**config.mk**
```make
export PLATFORM = sky130hd
export DESIGN_NAME = rwtc_core
export DESIGN_NICKNAME = d
export VERILOG_FILES = /design/src/rwtc_pkg.sv /design/src/rwtc_core.sv
export SDC_FILE = /design/constraint.sdc
export NUM_CORES = 1
export LEC_CHECK = 0
export ABC_CLOCK_PERIOD_IN_PS = 3200
export BUFFER_PORTS_ARGS = -buffer_cell sky130_fd_sc_hd__buf_2
export CORE_MARGIN = 3
export CORE_UTILIZATION = 50
export CTS_BUF_LIST = sky130_fd_sc_hd__clkbuf_2 sky130_fd_sc_hd__clkbuf_4 sky130_fd_sc_hd__clkbuf_8
export DETAILED_ROUTE_END_ITERATION = 12
export HOLD_SLACK_MARGIN = 0.12
export PLACE_DENSITY = 0.75
export SLEW_MARGIN = 5
export SYNTH_ARGS = -nofsm -noshare
export SYNTH_HDL_FRONTEND = slang
export SYNTH_SLANG_ARGS = --single-unit
```
**constraint.sdc**
```tcl
create_clock -name clock_i -period 3.2 [get_ports clock_i]
set_input_delay 0.64 -clock clock_i [delete_from_list [all_inputs] [get_ports clock_i]]
set_output_delay 0.64 -clock clock_i [all_outputs]
set_load 0.03 [all_outputs]
```
**src/rwtc_pkg.sv**
```systemverilog
`default_nettype none
package rwtc_pkg;
    // Register word addresses.
    localparam logic [3:0] ADDR_CONTROL_FIRST  = 4'h0;
    localparam logic [3:0] ADDR_CONTROL_SECOND = 4'h1;
    localparam logic [3:0] ADDR_CONTROL_THIRD  = 4'h2;
    localparam logic [3:0] ADDR_COMMAND        = 4'h3;
    localparam logic [3:0] ADDR_STATUS         = 4'h4;
    localparam logic [3:0] ADDR_A_RISE         = 4'h5;
    localparam logic [3:0] ADDR_A_FALL         = 4'h6;
    localparam logic [3:0] ADDR_B_RISE         = 4'h7;
    localparam logic [3:0] ADDR_B_FALL_LOW     = 4'h8;
    localparam logic [3:0] ADDR_B_FALL_HIGH    = 4'h9;
    localparam logic [3:0] ADDR_FAULT_CONFIG   = 4'hA;
    localparam logic [3:0] ADDR_UNLOCK         = 4'hB;
    localparam logic [3:0] ADDR_COUNT          = 4'hC;
    // Field positions.
    localparam int BIT_ENABLE      = 0;
    localparam int BIT_AUTO        = 0;
    localparam int BIT_SYNC_EOC    = 0;
    localparam int BIT_SYNC_NOW    = 1;
    localparam int BIT_RESTART     = 2;
    localparam int BIT_EN_READY    = 0;
    localparam int BIT_CMD_READY   = 1;
    localparam int BIT_BUF_READY   = 2;
    localparam int BIT_RUNNING     = 3;
    // Reset values.
    localparam logic [7:0]  RESET_BYTE    = 8'h00;
    localparam logic [11:0] RESET_COMPARE = 12'h000;
    // Unlock key and window for the protected fault register.
    localparam logic [7:0] UNLOCK_KEY    = 8'hD8;
    localparam int         UNLOCK_CYCLES = 4;

    typedef enum logic [1:0] {
        RWTC_ONE_RAMP  = 2'h0,
        RWTC_TWO_RAMP  = 2'h1,
        RWTC_FOUR_RAMP = 2'h2,
        RWTC_DUAL      = 2'h3
    } rwtc_scheme_t;

    // Gray sequence dead A, on A, dead B, on B.
    typedef enum logic [1:0] {
        RWTC_DEAD_A = 2'b00,
        RWTC_ON_A   = 2'b01,
        RWTC_DEAD_B = 2'b11,
        RWTC_ON_B   = 2'b10
    } rwtc_state_t;

    typedef struct packed {
        logic [11:0] a_rise_value;
        logic [11:0] a_fall_value;
        logic [11:0] b_rise_value;
        logic [11:0] b_fall_value;
    } rwtc_compare_t;

    typedef struct packed {
        logic wave_out_a;
        logic wave_out_b;
    } rwtc_wave_t;
endpackage
`default_nettype wire

```
**src/rwtc_core.sv**
```systemverilog
// What this block does
// - Each one, two and four ramp cycle walks dead A, on A, dead B, on B, each ended by its compare; dual slope stays in dead A.
// - One ramp counts zero to B fall, then restarts; period B fall plus one.
// - One ramp clears outputs at B fall; later compares and inverted A fall ignored.
// - Two ramp counts to A fall, resets, counts to B fall; period sum plus two.
// - Two ramp never reaches a rise above its fall; outputs never overlap.
// - Four ramp counts to each compare in turn, resetting after each.
// - Dual slope counts down from B fall to zero and back; period twice B fall plus two.
// - Dual slope raises A on down-count match of A rise, lowers on up-count match.
// - Dual slope raises B on up-count match of B rise, lowers on down-count match.
// - Dual slope ignores the A fall value completely.
// - Scheme is chosen by the waveform scheme field of the second control register.
// - Enable may change only while enable ready reads one.
// - Other first control bits are locked while enabled.
// - Command register is a self-clearing strobe, sent when enabled and idle.
// - Buffered compares take writes only when ready; copied on sync or enable.
// - Auto transfer makes each B fall high write transfer at cycle end.
// - Immediate sync transfers at once, end sync at next cycle end; ignored if pending.
// - Static registers do not update while enabled.
// - Status and normal registers are accessible at any time.
// - Fault config changes only through the timed unlock-then-write sequence.
// - Dual slope starts at B fall counting down; B waits for first up match.
//
// Decided for this implementation: strobed register access and the register offsets.
`timescale 1ns/100ps
`default_nettype none
module rwtc_core #(
    parameter int CNT_W   = 12,
    parameter int PRESC_W = 4
) (
    input  wire logic               clock_i,
    input  wire logic               rst_i,
    input  wire logic [3:0]         addr_i,
    input  wire logic [7:0]         wdata_i,
    input  wire logic               wr_i,
    input  wire logic               rd_i,
    output logic [7:0]              rdata_o,
    output rwtc_pkg::rwtc_wave_t    wave_o,
    output logic                    wave_out_a_o,
    output logic                    wave_out_b_o
);
    import rwtc_pkg::*;

    ////////////////////////////////////////////////////////////////////////////
    logic [7:0]         control_first;
    logic [7:0]         control_second;
    logic [7:0]         control_third;
    logic [7:0]         fault_config;
    logic               enable;
    rwtc_compare_t      buf_cmp;
    rwtc_compare_t      act_cmp;
    logic [7:0]         b_fall_low_shadow;
    logic               cmd_pending;
    logic [1:0]         pending_kind;
    logic               en_busy;
    logic [2:0]         unlock_cnt;
    logic [PRESC_W-1:0] presc_cnt;
    logic               cnt_tick;
    logic [CNT_W-1:0]   count;
    logic               count_down;
    rwtc_state_t        state;
    logic               cycle_end;
    logic               wave_a;
    logic               wave_b;
    logic               first_cycle;
    rwtc_scheme_t       scheme;
    logic               wr_ctrl1;
    logic               buf_ok;

    assign scheme   = rwtc_scheme_t'(control_second[1:0]);
    assign wr_ctrl1 = wr_i && addr_i == ADDR_CONTROL_FIRST;
    // Buffered writes need no pending transfer while running.
    assign buf_ok   = !enable || !cmd_pending;

    ////////////////////////////////////////////////////////////////////////////
    // Enable changes take one cycle to settle; ready is low meanwhile.
    always_ff @(posedge clock_i) begin
        if (rst_i) begin
            enable        <= 1'b0;
            en_busy       <= 1'b0;
            control_first <= RESET_BYTE;
        end else begin
            en_busy <= 1'b0;
            if (wr_ctrl1 && !en_busy) begin
                enable  <= wdata_i[BIT_ENABLE];
                en_busy <= wdata_i[BIT_ENABLE] != enable;
                if (!enable) begin
                    control_first <= wdata_i & 8'hFE;
                end
            end
        end
    end

    // Static configuration only while stopped.
    always_ff @(posedge clock_i) begin
        if (rst_i) begin
            control_second <= RESET_BYTE;
            control_third  <= RESET_BYTE;
        end else if (wr_i && !enable) begin
            if (addr_i == ADDR_CONTROL_SECOND) begin
                control_second <= wdata_i;
            end
            if (addr_i == ADDR_CONTROL_THIRD) begin
                control_third <= wdata_i;
            end
        end
    end

    // Key write opens a short window; only then may fault config change.
    always_ff @(posedge clock_i) begin
        if (rst_i) begin
            unlock_cnt   <= 3'h0;
            fault_config <= RESET_BYTE;
        end else begin
            if (wr_i && addr_i == ADDR_UNLOCK && wdata_i == UNLOCK_KEY) begin
                unlock_cnt <= 3'(UNLOCK_CYCLES);
            end else if (unlock_cnt != 3'h0) begin
                unlock_cnt <= unlock_cnt - 3'h1;
            end
            if (wr_i && addr_i == ADDR_FAULT_CONFIG && unlock_cnt != 3'h0 && !enable) begin
                fault_config <= wdata_i;
                unlock_cnt   <= 3'h0;
            end
        end
    end

    ////////////////////////////////////////////////////////////////////////////
    always_ff @(posedge clock_i) begin
        if (rst_i) begin
            buf_cmp           <= '0;
            b_fall_low_shadow <= RESET_BYTE;
        end else if (wr_i && buf_ok) begin
            case (addr_i)
                ADDR_A_RISE:      buf_cmp.a_rise_value <= {buf_cmp.a_rise_value[11:8], wdata_i};
                ADDR_A_FALL:      buf_cmp.a_fall_value <= {buf_cmp.a_fall_value[11:8], wdata_i};
                ADDR_B_RISE:      buf_cmp.b_rise_value <= {buf_cmp.b_rise_value[11:8], wdata_i};
                ADDR_B_FALL_LOW:  b_fall_low_shadow    <= wdata_i;
                ADDR_B_FALL_HIGH: buf_cmp.b_fall_value <= {wdata_i[3:0], b_fall_low_shadow};
                default: begin
                end
            endcase
        end
    end

    // Command strobe: held pending until the counter side consumes it.
    always_ff @(posedge clock_i) begin
        if (rst_i) begin
            cmd_pending  <= 1'b0;
            pending_kind <= 2'h0;
            act_cmp      <= '0;
        end else begin
            if (!enable) begin
                act_cmp     <= buf_cmp;
                cmd_pending <= 1'b0;
            end else if (cmd_pending) begin
                if (pending_kind[BIT_SYNC_NOW] || (cycle_end && cnt_tick)) begin
                    act_cmp      <= buf_cmp;
                    cmd_pending  <= 1'b0;
                end
            end else if (wr_i && addr_i == ADDR_COMMAND) begin
                cmd_pending  <= wdata_i[BIT_SYNC_NOW] | wdata_i[BIT_SYNC_EOC];
                pending_kind <= wdata_i[1:0];
            end else if (wr_i && addr_i == ADDR_B_FALL_HIGH && control_third[BIT_AUTO]) begin
                cmd_pending  <= 1'b1;
                pending_kind <= 2'h1;
            end
        end
    end

    ////////////////////////////////////////////////////////////////////////////
    // Counter clock enable from a divider of the system clock.
    always_ff @(posedge clock_i) begin
        // Restarting on each tick makes the tick period the prescale setting plus one.
        if (rst_i || !enable || cnt_tick) begin
            presc_cnt <= '0;
        end else begin
            presc_cnt <= presc_cnt + PRESC_W'(1);
        end
    end
    assign cnt_tick = enable && presc_cnt == PRESC_W'(control_first[7:4]);

    // End of the current ramp.
    logic [CNT_W-1:0] limit;
    always_comb begin
        limit = act_cmp.b_fall_value;
        case (scheme)
            RWTC_TWO_RAMP:  limit = (state == RWTC_DEAD_A || state == RWTC_ON_A) ? act_cmp.a_fall_value
                                                                             : act_cmp.b_fall_value;
            RWTC_FOUR_RAMP: begin
                case (state)
                    RWTC_DEAD_A: limit = act_cmp.a_rise_value;
                    RWTC_ON_A:   limit = act_cmp.a_fall_value;
                    RWTC_DEAD_B: limit = act_cmp.b_rise_value;
                    default:     limit = act_cmp.b_fall_value;
                endcase
            end
            default: limit = act_cmp.b_fall_value;
        endcase
    end

    assign cycle_end = (scheme == RWTC_DUAL) ? (!count_down && count == act_cmp.b_fall_value)
                     : (scheme == RWTC_ONE_RAMP) ? count == act_cmp.b_fall_value
                     : (count == limit && state == RWTC_ON_B);

    always_ff @(posedge clock_i) begin
        if (rst_i || !enable) begin
            count       <= (scheme == RWTC_DUAL) ? buf_cmp.b_fall_value : '0;
            count_down  <= 1'b1;
            state       <= RWTC_DEAD_A;
            first_cycle <= 1'b1;
        end else if (cnt_tick) begin
            case (scheme)
                RWTC_ONE_RAMP: begin
                    count <= cycle_end ? '0 : count + CNT_W'(1);
                    if (cycle_end) state <= RWTC_DEAD_A;
                    else if (count == act_cmp.a_rise_value) state <= RWTC_ON_A;
                    else if (count == act_cmp.a_fall_value && state == RWTC_ON_A) state <= RWTC_DEAD_B;
                    else if (count == act_cmp.b_rise_value) state <= RWTC_ON_B;
                end
                RWTC_TWO_RAMP: begin
                    if (count == limit) begin
                        count <= '0;
                        state <= (state == RWTC_DEAD_A || state == RWTC_ON_A) ? RWTC_DEAD_B : RWTC_DEAD_A;
                    end else begin
                        count <= count + CNT_W'(1);
                        if (state == RWTC_DEAD_A && count == act_cmp.a_rise_value) state <= RWTC_ON_A;
                        if (state == RWTC_DEAD_B && count == act_cmp.b_rise_value) state <= RWTC_ON_B;
                    end
                end
                RWTC_FOUR_RAMP: begin
                    if (count == limit) begin
                        count <= '0;
                        case (state)
                            RWTC_DEAD_A: state <= RWTC_ON_A;
                            RWTC_ON_A:   state <= RWTC_DEAD_B;
                            RWTC_DEAD_B: state <= RWTC_ON_B;
                            default:     state <= RWTC_DEAD_A;
                        endcase
                    end else begin
                        count <= count + CNT_W'(1);
                    end
                end
                default: begin
                    if (count_down) begin
                        if (count == '0) count_down <= 1'b0;
                        else count <= count - CNT_W'(1);
                    end else if (cycle_end) begin
                        count_down  <= 1'b1;
                        first_cycle <= 1'b0;
                    end else begin
                        count <= count + CNT_W'(1);
                    end
                end
            endcase
        end
    end

    ////////////////////////////////////////////////////////////////////////////
    // Outputs are registered from the matches of the current count, or from the state in two and four ramp.
    always_ff @(posedge clock_i) begin
        if (rst_i || !enable) begin
            wave_a <= 1'b0;
            wave_b <= 1'b0;
        end else if (cnt_tick) begin
            case (scheme)
                RWTC_ONE_RAMP: begin
                    if (cycle_end) begin
                        wave_a <= 1'b0;
                        wave_b <= 1'b0;
                    end else begin
                        if (count == act_cmp.a_rise_value) wave_a <= 1'b1;
                        else if (count == act_cmp.a_fall_value && act_cmp.a_fall_value > act_cmp.a_rise_value)
                            wave_a <= 1'b0;
                        if (count == act_cmp.b_rise_value) wave_b <= 1'b1;
                    end
                end
                RWTC_DUAL: begin
                    if (count == act_cmp.a_rise_value) wave_a <= count_down;
                    if (count == act_cmp.b_rise_value && !(count_down && first_cycle))
                        wave_b <= !count_down;
                end
                default: begin
                    wave_a <= state == RWTC_ON_A;
                    wave_b <= state == RWTC_ON_B;
                end
            endcase
        end
    end

    assign wave_o       = '{wave_out_a: wave_a, wave_out_b: wave_b};
    assign wave_out_a_o = wave_a;
    assign wave_out_b_o = wave_b;

    ////////////////////////////////////////////////////////////////////////////
    always_ff @(posedge clock_i) begin
        if (rst_i) begin
            rdata_o <= 8'h00;
        end else if (rd_i) begin
            case (addr_i)
                ADDR_CONTROL_FIRST:  rdata_o <= control_first | {7'h00, enable};
                ADDR_CONTROL_SECOND: rdata_o <= control_second;
                ADDR_CONTROL_THIRD:  rdata_o <= control_third;
                ADDR_STATUS:         rdata_o <= {4'h0, enable, buf_ok, !cmd_pending, !en_busy};
                ADDR_A_RISE:         rdata_o <= buf_cmp.a_rise_value[7:0];
                ADDR_A_FALL:         rdata_o <= buf_cmp.a_fall_value[7:0];
                ADDR_B_RISE:         rdata_o <= buf_cmp.b_rise_value[7:0];
                ADDR_B_FALL_LOW:     rdata_o <= buf_cmp.b_fall_value[7:0];
                ADDR_B_FALL_HIGH:    rdata_o <= {4'h0, buf_cmp.b_fall_value[11:8]};
                ADDR_FAULT_CONFIG:   rdata_o <= fault_config;
                ADDR_COUNT:          rdata_o <= count[7:0];
                default:             rdata_o <= 8'h00;
            endcase
        end else begin
            rdata_o <= 8'h00;
        end
    end
endmodule
`default_nettype wire

```
==> results of run 1 <==
worst max-delay path, delay by kind of cell (launching register included):
family	cells	cell delay (ns)
buffers and inverters	1	0.19
muxes	1	0.18
DFF	1	0.44
xor gates and xnor gates	1	0.15
and+or+nand+nor	4	0.88
AOI/OAI and AO/OA	3	1.12
worst min-delay path by stage:
stage / to / depth (start not counted) / slack (ns)
final: first_cycle$_SDFFE_PN1P_ / 2 / 0.47
after floorplan: first_cycle$_SDFFE_PN1P_ / 2 / 0.44
after global placement: presc_cnt[0]$_SDFF_PP0_ / 1 / 0.46
after CTS: first_cycle$_SDFFE_PN1P_ / 2 / 0.48
after detailed placement: presc_cnt[0]$_SDFF_PP0_ / 1 / 0.46
after global routing: first_cycle$_SDFFE_PN1P_ / 2 / 0.50
cells in the final DEF (no fill, tap or decap), types with 9 or more instances in the layout:
cell type  count
xor2_1        24
mux2i_1      137
nand3_1       31
inv_1         22
xnor2_1       40
o221ai_1       9
nor2_1       158
ha_1          17
clkbuf_8      19
a31oi_1       14
nor2b_1       16
and3_1         9
nand2b_1      11
buf_4         54
dfxtp_1      134
a21oi_1       22
nand2_1       56
nor3_1        11
edfxtp_1      12
o21ai_0       31
buf_2         26
Yosys cell counts (all sizes together), types with 14 or more instances:
cell type | count | area, µm²
a31oi | 14 | 87.58
ha | 19 | 237.7
xnor2 | 41 | 359.1
nand2 | 56 | 210.2
dfxtp | 136 | 2723
o21ai | 32 | 160.2
inv | 23 | 86.33
nor2 | 158 | 593.1
a21oi | 22 | 110.1
mux2i | 137 | 1371
buf | 19 | 126.4
nor2b | 16 | 100.1
xor2 | 24 | 210.2
clkbuf | 60 | 227.7
nand3 | 31 | 155.2
stage by stage:
| stage | utilization, % | area (µm²) | power [mW] | hold slack [ns] |
|---|---|---|---|---|
| 2_1_floorplan | - | 8352 | 2.370 | 0.4399 |
| 3_3_place_gp | 54.57 | 8795 | 2.517 | 0.4567 |
| 3_5_place_dp | 54.57 | 8795 | 2.526 | 0.4622 |
| 4_1_cts | 56.90 | 9170 | 3.904 | 0.4777 |
| 5_1_grt | 57.42 | 9254 | 4.055 | 0.4985 |
| 6_report | 57.42 | 9254 | 3.908 | 0.4715 |
registers in the layout (all words and copies together) (netlist names):
signal,count
act_cmp,36
buf_cmp,36
count,12
b_fall_low_shadow,8
control_second,8
control_third,8
fault_config,8
rdata_o,8
control_first,7
presc_cnt,4
unlock_cnt,3
state,2
cmd_pending,1
count_down,1
en_busy,1
enable,1
first_cycle,1
pending_kind,1
wave_out_a_o,1
wave_out_b_o,1
layer usage:
layer / wire, µm / share of wire (%) / vias to the layer above / GRT usage (%)
li1: - / - / 3403 / -
met1: 10180 / 43 / 3451 / 36.48
met2: 10540 / 45 / 338 / 40.82
met3: 1940 / 8.2 / 73 / 4.421
met4: 1025 / 4.3 / 0 / 12.93
met5: 0 / 0 / - / 0
power by group through the flow:
stage          Combinational (mW)  Clock, mW  Sequential (mW)
2_1_floorplan               0.408          0             1.96
3_3_place_gp                0.549          0             1.97
3_5_place_dp                0.557          0             1.97
4_1_cts                     0.560       1.42             1.92
5_1_grt                     0.636       1.49             1.93
6_report                    0.577       1.41             1.93
kinds of logic after synthesis:
logic type | after synthesis | share of synthesized area, %
AOI/OAI and AO/OA | 141 | 11.78
DFF | 148 | 36.91
buffers and inverters | 102 | 5.273
muxes | 148 | 18.31
xor gates and xnor gates | 65 | 6.816
and+or+nand+nor | 331 | 18.07
adders and majority gates | 19 | 2.846
final cells by class:
class,count,area (µm²)
Multi-Input combinational cell,704,4856
Clock inverter,11,98.84
Clock buffer,21,276.5
Fill cell,1403,6862
Timing Repair Buffer,82,580.6
Sequential cell,148,3085
Tap cell,216,270.3
Inverter,23,86.33
repair_timing:
item / in CTS / in global routing
setup buffers: 0 / 4
hold buffers: 0 / 0
endpoints found under the setup margin: 0 / 53
resized for setup: 0 / 8
==> results.yml, run 1 <==
outcome:
  status: "complete, no violations"
global_route:
  grt_antenna_before_repair: 0
  grt_max_degree: 75
  grt_overflow_total: 0
  grt_pass1_vias: 6850
  grt.total_usage_pct: 26.60
  grt_pass1_wl_mm: 37.94
setup_path:
  required_ns: 3.52
  cp_max_fo: 18
  r2r-end: "act_cmp[24]$_SDFFE_PP0P_"
  reg2regPathDepth: 10
  ff2ff_setup_slack_ns: 0.09
  setup.worst_path.class: "reg2reg"
  setup.worst_path.start: "count[1]$_DFFE_PP_"
  regToRegStartpoint: "count[1]$_DFFE_PP_"
  cp-endpoint: "act_cmp[24]$_SDFFE_PP0P_"
  slowest_stage: "or4_1"
  cp_slowest_stage_delay_ns: 0.56
  cp-start-kind: "flip-flop"
  cp-end-kind: "flip-flop"
  cp.arrival_ns: 3.42
  cp_cell_sequence: "xnor2_2 > nand3_1 > or4_1 > a2111oi_4 > nand2_1 > a21o_1 > a311o_2 > buf_12 > mux2i_1 > nor2_1"
die:
  boundaryPins: 28
  initial_utilization_pct: 51.82
  core_um2: 16120
  die_x_um: 135.2
  die_h_um: 135.2
  num_rows: 46
  die_area_um2: 18290
synth:
  syn_avg_cell_area_um2: 8.754
  synth_edf_count: 12
  syn-cell-area_um2: 8352
  yosysWarnings: 0
  syn_inst: 954
  ys_seq_area_share_pct: 36.91
  synth_cell_types: 65
  syn-num-nets: 989
  ys_ff_latch: 148
  ys.flop_type: "dfxtp_1"
  synthArstFlopShare_pct: 0
clocking:
  cts_made_buffers: 17
  cts.sinks: 148
  clk_pin_slew_worst_paths_ns: 0.08
  clock_tree.buffer_depth: 2
  htree_levels: 4
  worstSkewPairLatency_ns: 0.46
  ctsRootBufferMaster: "clkbuf_8"
  cts_tree: "built"
timing:
  setup-violations-final: 0
  fin_ws_ns: 0.09269
  clock_skew_ns: 0.009551
  period_share_pct: 97.10
  fmax_mhz: 321.8
  period_needed_ns: 3.107
  tns_ns: 0
  slew_viol_final: 0
  hold_viol: 0
  max_slew_margin_pct: 50.11
  tightest_slew_ns: 0.7483
final_layout:
  fin_nets: 1011
  fin_cells: 1205
  drive_gt1_share_pct: 14.26
  area_growth_pct: 10.80
  diodes: 0
power:
  power_frac_clock_pct: 36.0
  p_sw_mw: 1.104
  p_seq_share_pct: 49.3
  p_int_mw: 2.804
  powerDensity_nw_per_um2: 422.3
  max-vdd-ir-drop_v: 0.0004391
  swShare_pct: 28.24
  p_comb_share_pct: 14.8
  p_leak_nw: 3.917
job:
  cap_viol_max_count: 0
min_path:
  worstHoldPathType: "reg2reg"
  hp-start: "first_cycle$_SDFFE_PN1P_"
drt:
  num_vias: 7265
  antenna_left: 0
  drc: 0
  avgRoutedWirePerCell_um: 19.65
  viasPerCell: 6.029
  drtIter0Drc: 676
  firstDrtPassIters: 6
  finalWirelength_mm: 23.68
placement:
  dp.cells: 1168
  globalplace.congestion: 0.9876
  dpl.hpwl_mm: 17.25
  portBuffers: 27
  dp_worst_setup_slack_ns: 0.1079
Power figures use the tool's default switching activity.
==> inputs of run 2 (changes only) <==
--- a/config.mk
+++ b/config.mk
@@ -7,6 +7,7 @@
 export LEC_CHECK = 0
 export ABC_CLOCK_PERIOD_IN_PS = 3200
 export BUFFER_PORTS_ARGS = -buffer_cell sky130_fd_sc_hd__buf_2
+export CORE_ASPECT_RATIO = 0.75
 export CORE_MARGIN = 3
 export CORE_UTILIZATION = 50
 export CTS_BUF_LIST = sky130_fd_sc_hd__clkbuf_2 sky130_fd_sc_hd__clkbuf_4 sky130_fd_sc_hd__clkbuf_8
==> run 2 against run 1 <==
Effect of this change:
- power increased by 3.1%
- via count decreased by 0.28%
- sequential share of layout area about the same
- register-to-register slack improved by 0.07 ns
- first-iteration DRC count increased by 12%
- clock power increased by 8%
- sequential power about the same
- highest routed layer unchanged
==> results.yml, run 2 (synthesis results as in run 1) <==
clocking:
  clock_tree.buffer_depth: 2
  htree_levels: 4
  ctsRootBufferMaster: "clkbuf_8"
  clk_pin_slew_worst_paths_ns: 0.09
  cts_made_buffers: 17
  worstSkewPairLatency_ns: 0.46
  cts_tree: "built"
  cts.sinks: 148
  postCtsSetupRepairBufs: 0
placement:
  portBuffers: 27
  globalplace.congestion: 0.9910
  dp_worst_setup_slack_ns: -0.01794
  dpl.hpwl_mm: 17.84
  place_area_um2: 8827
drt:
  viasPerCell: 6.058
  drc: 0
  num_vias: 7245
  avgRoutedWirePerCell_um: 20.29
  drtIter0Drc: 754
  antenna_left: 0
  firstDrtPassIters: 5
  finalWirelength_mm: 24.26
setup_path:
  cp.arrival_ns: 3.21
  ff2ff_setup_slack_ns: 0.16
  required_ns: 3.37
  cp_max_fo: 11
  cp-end-kind: "flip-flop"
  setup.worst_path.class: "reg2reg"
  path_delay_family: "compound AO/OA/AOI/OAI gates"
  cpMostUsedCell: "buf_4"
  cp_cell_sequence: "inv_1 > ha_2 > buf_4 > o21ai_0 > o22ai_1 > xnor2_1 > and4_2 > nand3_1 > a21o_1 > o211ai_1 > buf_4 > o221ai_1"
  cp.buffers_inverters: 3
  cp-start-kind: "flip-flop"
  cp_slowest_stage_delay_ns: 0.44
  slowest_stage: "ha_2"
die:
  num_rows: 40
  boundaryPins: 28
  die_h_um: 117.9
  die_area_um2: 18310
  core_um2: 16170
  die_x_um: 155.2
  initial_utilization_pct: 51.66
power:
  power_mw: 4.029
  max-vdd-ir-drop_v: 0.0003011
  powerDensity_nw_per_um2: 435.5
  p_leak_nw: 3.916
final_layout:
  fin_nets: 1008
  fin_area_um2: 9253
  mostFrequentLayoutCells: "nor2_1, mux2i_1, dfxtp_1"
  area_growth_pct: 10.79
  drive_gt1_share_pct: 13.89
  top_regs: "act_cmp x36, buf_cmp x36, count x12"
  diodes: 0
  final_common_cell: "nor2_1"
timing:
  tightest_slew_ns: 0.6366
  hold_viol: 0
  hold_slack_ns: 0.4739
  slew_viol_final: 0
  clock_skew_ns: 0.01430
  rsz0062_at_grt: "false"
  setup-violations-final: 0
  period_share_pct: 95.00
  fmax_mhz: 328.9
  max_slew_margin_pct: 57.50
  period_needed_ns: 3.040
  fin_ws_ns: 0.1599
global_route:
  grt_overflow_total: 0
  grt_max_degree: 100
  met1_usage_pct: 39.09
  use_met2_pct: 36.78
  grt_antenna_before_repair: 0
  grt_pass1_wl_mm: 37.79
  grt.total_usage_pct: 26.38
  grt_pass1_vias: 6659
  met3_usage_pct: 8.784
  grt_busiest_layer: "met1"
job:
  cap_viol_max_count: 0
outcome:
  status: "complete, no violations"
min_path:
  worstHoldPathType: "reg2reg"
-- run 2: changes by cell type in the layout (fill, tap and decap cells not counted), moves of 2 or more --
cell	before	now
buf_4	54	50
inv_4	2	0
inv_8	0	2
inv_6	3	5
clkinv_2	3	1
clkbuf_4	2	0
buf_12	1	3
clkinv_4	0	2
-- run 2: layer usage --
metal	vias up	routed length, µm
met3	37	2698
met2	372	10010
met4	0	420
met5	-	0
met1	3447	11130
li1	3389	-
-- run 2: metrics by stage --
stage	setup TNS, ns	util (%)	cells
after CTS	0	57.16	1196
final	0	57.24	1196
after global placement	0	54.61	1164
after global routing	0	57.24	1196
after detailed placement	-0.2125	54.61	1164
after floorplan	0	-	954
-- run 2: repair_timing --
| action | CTS | global route |
|---|---|---|
| hold endpoints to repair | 0 | 0 |
| gates cloned | 0 | 0 |
| hold buffers | 0 | 0 |
| setup endpoints to repair | 12 | 45 |
| resized for setup | 1 | 5 |
-- run 2: area by class of cell --
cell class,instances,area (µm²)
Clock buffer,18,247.7
Sequential cell,148,3085
Tap cell,210,262.8
Multi-Input combinational cell,704,4841
Fill cell,1460,6913
Inverter,23,86.33
Clock inverter,14,163.9
Timing Repair Buffer,79,565.5
-- run 2: final timing paths --
check / startpoint / endpoint / cells after the start
hold reg to reg: first_cycle$_SDFFE_PN1P_ / first_cycle$_SDFFE_PN1P_ / 2
setup / recovery: control_second[0]$_SDFFE_PP0P_ / count[6]$_DFFE_PP_ / 12
setup reg to reg: control_second[0]$_SDFFE_PP0P_ / count[6]$_DFFE_PP_ / 12
hold / removal: first_cycle$_SDFFE_PN1P_ / first_cycle$_SDFFE_PN1P_ / 2
-- run 2: power breakdown --
part | internal [mW] | leakage, nW | switching [mW]
combinational | 0.233 | 2.46 | 0.346
clock | 0.737 | 0.205 | 0.786
sequential | 1.90 | 1.25 | 0.0291
total | 2.87 | 3.92 | 1.16
-- run 2: worst min-delay path, cell delays in order, from the launching register on --
cell and delay [ns]:
dfxtp_1 0.32, o21ai_0 0.06, nand2_1 0.05
==> inputs of run 3 (changes only) <==
--- a/config.mk
+++ b/config.mk
@@ -5,6 +5,7 @@
 export SDC_FILE = /design/constraint.sdc
 export NUM_CORES = 1
 export LEC_CHECK = 0
+export ABC_AREA = 1
 export ABC_CLOCK_PERIOD_IN_PS = 3200
 export BUFFER_PORTS_ARGS = -buffer_cell sky130_fd_sc_hd__buf_2
 export CORE_ASPECT_RATIO = 0.75
==> run 3 against run 2 <==
Effect of this change:
- the flow now finishes with violations (DRC)
- first-iteration DRC count grew 39%
- global-route usage grew 2.7 points
- count of clock-buffer cells in the layout unchanged
- highest routed layer unchanged
==> results.yml, run 3 <==
outcome:
  status: "finished, violations left"
  violations: "DRC"
min_path:
  hold_depth: 2
  holdPathEnd: "first_cycle$_SDFFE_PN1P_"
  hp-start: "first_cycle$_SDFFE_PN1P_"
  worstHoldPathType: "reg2reg"
final_layout:
  final_common_cell: "nand2_1"
  multi_input_area_um2: 4672
  drive_gt1_share_pct: 9.567
  area_growth_pct: 8.993
  fin_nets: 1360
  mostFrequentLayoutCells: "nand2_1, a21oi_1, inv_1"
  diodes: 0
  num-fill-cells: 1677
  top_regs: "act_cmp x36, buf_cmp x36, count x12"
  regArea_um2: 3083
  fin_area_um2: 9523
clocking:
  clk_pin_slew_worst_paths_ns: 0.09
  cts_made_buffers: 17
  ctsRootBufferMaster: "clkbuf_8"
  cts.sinks: 148
  cts_tree: "built"
  htree_levels: 4
  worstSkewPairLatency_ns: 0.47
  clock_tree.buffer_depth: 2
global_route:
  grt_busiest_layer: "met1"
  grt_max_degree: 63
  use_met2_pct: 41.01
  met1_usage_pct: 42.84
  grt.total_usage_pct: 29.06
  grt_antenna_before_repair: 0
  grt_overflow_total: 0
  grt_pass1_wl_mm: 43.29
  grt_pass1_vias: 8177
  met3_usage_pct: 8.694
die:
  num_rows: 41
  core_um2: 16980
  boundaryPins: 28
  die_h_um: 120.5
  die_area_um2: 19110
  initial_utilization_pct: 51.46
  die_x_um: 158.6
placement:
  portBuffers: 27
  place_area_um2: 9106
  globalplace.congestion: 0.9982
  dpl.hpwl_mm: 20.10
synth:
  ys_seq_area_share_pct: 35.29
  ys_top_cells_by_area: "dfxtp_1, nand2_1, a21oi_1"
  syn_inst: 1306
  yosysMostFrequentCell: "nand2_1"
  synth_edf_count: 12
  synth_cell_types: 47
  yosysWarnings: 0
  synth.top_cell.area_share_pct: 31.16
  synth_top_area_cell: "dfxtp_1"
  ys.flop_type: "dfxtp_1"
  syn-cell-area_um2: 8737
  syn-num-nets: 1341
  syn_avg_cell_area_um2: 6.690
  synth.top_cells.by_count: "nand2_1, a21oi_1, inv_1, nor2_1, dfxtp_1"
  ys_ff_latch: 148
  synthArstFlopShare_pct: 0
drt:
  drtIter0Drc: 1051
  viasPerCell: 5.658
  finalWirelength_mm: 27.01
  antenna_left: 0
  firstDrtPassIters: 11
  num_vias: 8905
  drc: 2
  avgRoutedWirePerCell_um: 17.16
timing:
  period_needed_ns: 2.913
  rsz0062_at_grt: "false"
  setup-violations-final: 0
  hold_viol: 0
  clock_skew_ns: 0.01644
  tightest_slew_ns: 1.099
  period_share_pct: 91.02
  tns_ns: 0
  max_slew_margin_pct: 26.72
  slew_viol_final: 0
  fmax_mhz: 343.3
power:
  powerDensity_nw_per_um2: 443.9
  max-vdd-ir-drop_v: 0.0002614
  p_leak_nw: 4.294
setup_path:
  reg2regPathDepth: 19
  cp_max_fo: 23
  r2r-end: "act_cmp[26]$_SDFFE_PP0P_"
  regToRegStartpoint: "control_second[1]$_SDFFE_PP0P_"
  cp-start-kind: "flip-flop"
  setup.worst_path.class: "reg2reg"
  cp.arrival_ns: 3.27
  ff2ff_setup_slack_ns: 0.29
  cp-end-kind: "flip-flop"
  required_ns: 3.56
job:
  cap_viol_max_count: 0
## run 3: cell types whose count changed after synthesis, sizes merged, moves of 35 or more
| cell | previous run | this run |
|---|---|---|
| nand3 | 31 | 98 |
| o21ai | 32 | 115 |
| nand2 | 56 | 244 |
| xnor2 | 41 | 6 |
| a21oi | 22 | 168 |
| mux2i | 137 | 0 |
| inv | 23 | 161 |
## run 3: layout make-up
type	count	area share, %
sequential	148	32.37
inverter	164	6.556
clock buffer	18	2.602
clock inverter	14	1.708
multi-input combinational	930	49.06
timing repair buffer	64	4.599
tap	236	3.101
## run 3: kinds of logic (layout without fill, tap and decap cells)
group           after synthesis  count (layout)  share of synthesized area [%]
xor+xnor                     32              32                          3.294
compound gates              332             332                          20.36
simple gates                547             547                          27.07
flops                       148             148                          35.29
buf+inv                     228             260                          11.27
fa+ha+maj                    19              19                          2.721
## run 3: repair_timing
item / in CTS / in global routing
hold buffers: 0 / 0
resized for setup: 0 / 2
setup endpoints to repair: 0 / 7
buffers inserted: 0 / 0
## run 3: worst max path at each step
stage,from,to,slack [ns]
global placement,control_second[0]$_SDFFE_PP0P_,count[1]$_DFFE_PP_,0.30
floorplan,control_second[0]$_SDFFE_PP0P_,count[0]$_DFFE_PP_,0.24
CTS,control_second[0]$_SDFFE_PP0P_,count[1]$_DFFE_PP_,0.17
finish,control_second[1]$_SDFFE_PP0P_,act_cmp[26]$_SDFFE_PP0P_,0.29
detailed placement,control_second[0]$_SDFFE_PP0P_,count[1]$_DFFE_PP_,0.22
global route,control_second[1]$_SDFFE_PP0P_,act_cmp[3]$_SDFFE_PP0P_,0.03
## run 3: metal layers
metal  share of wire, %  vias up
li1                   -     4361
met1                 46     4022
met2                 41      460
met3                 11       62
met4                2.3        0
met5                  0        -
## run 3: power breakdown
part           total, mW  internal, mW  switching (mW)
logic              0.720         0.243           0.477
registers           1.98          1.93          0.0534
clock network       1.53         0.678           0.852
total               4.23          2.85            1.38
## run 3: stage by stage
stage	instances	setup WS, ns	hold slack [ns]	total power, mW	util [%]
finish	1574	0.2873	0.4551	4.228	56.08
global route	1574	0.02668	0.4645	4.432	56.08
CTS	1574	0.1740	0.4558	4.219	56.05
detailed placement	1542	0.2187	0.4362	2.716	53.63
global placement	1542	0.3019	0.4360	2.707	53.63
floorplan	1306	0.2396	0.4187	2.520	-
## run 3: critical path: stages (launching register included)
cell and delay (ns):
dfxtp_1 0.38, inv_1 0.12, ha_1 0.34, buf_4 0.21, or2_2 0.30, nand3_1 0.10, nand2_1 0.06, nor2_1 0.09
nand2_1 0.07, nor2_2 0.12, nand3_2 0.08, nand2_2 0.09, nand2_4 0.09, nand2_4 0.08, nand2_4 0.07, nand3_4 0.13
buf_12 0.18, nand3_1 0.10, nand2_1 0.13, nor2_1 0.05
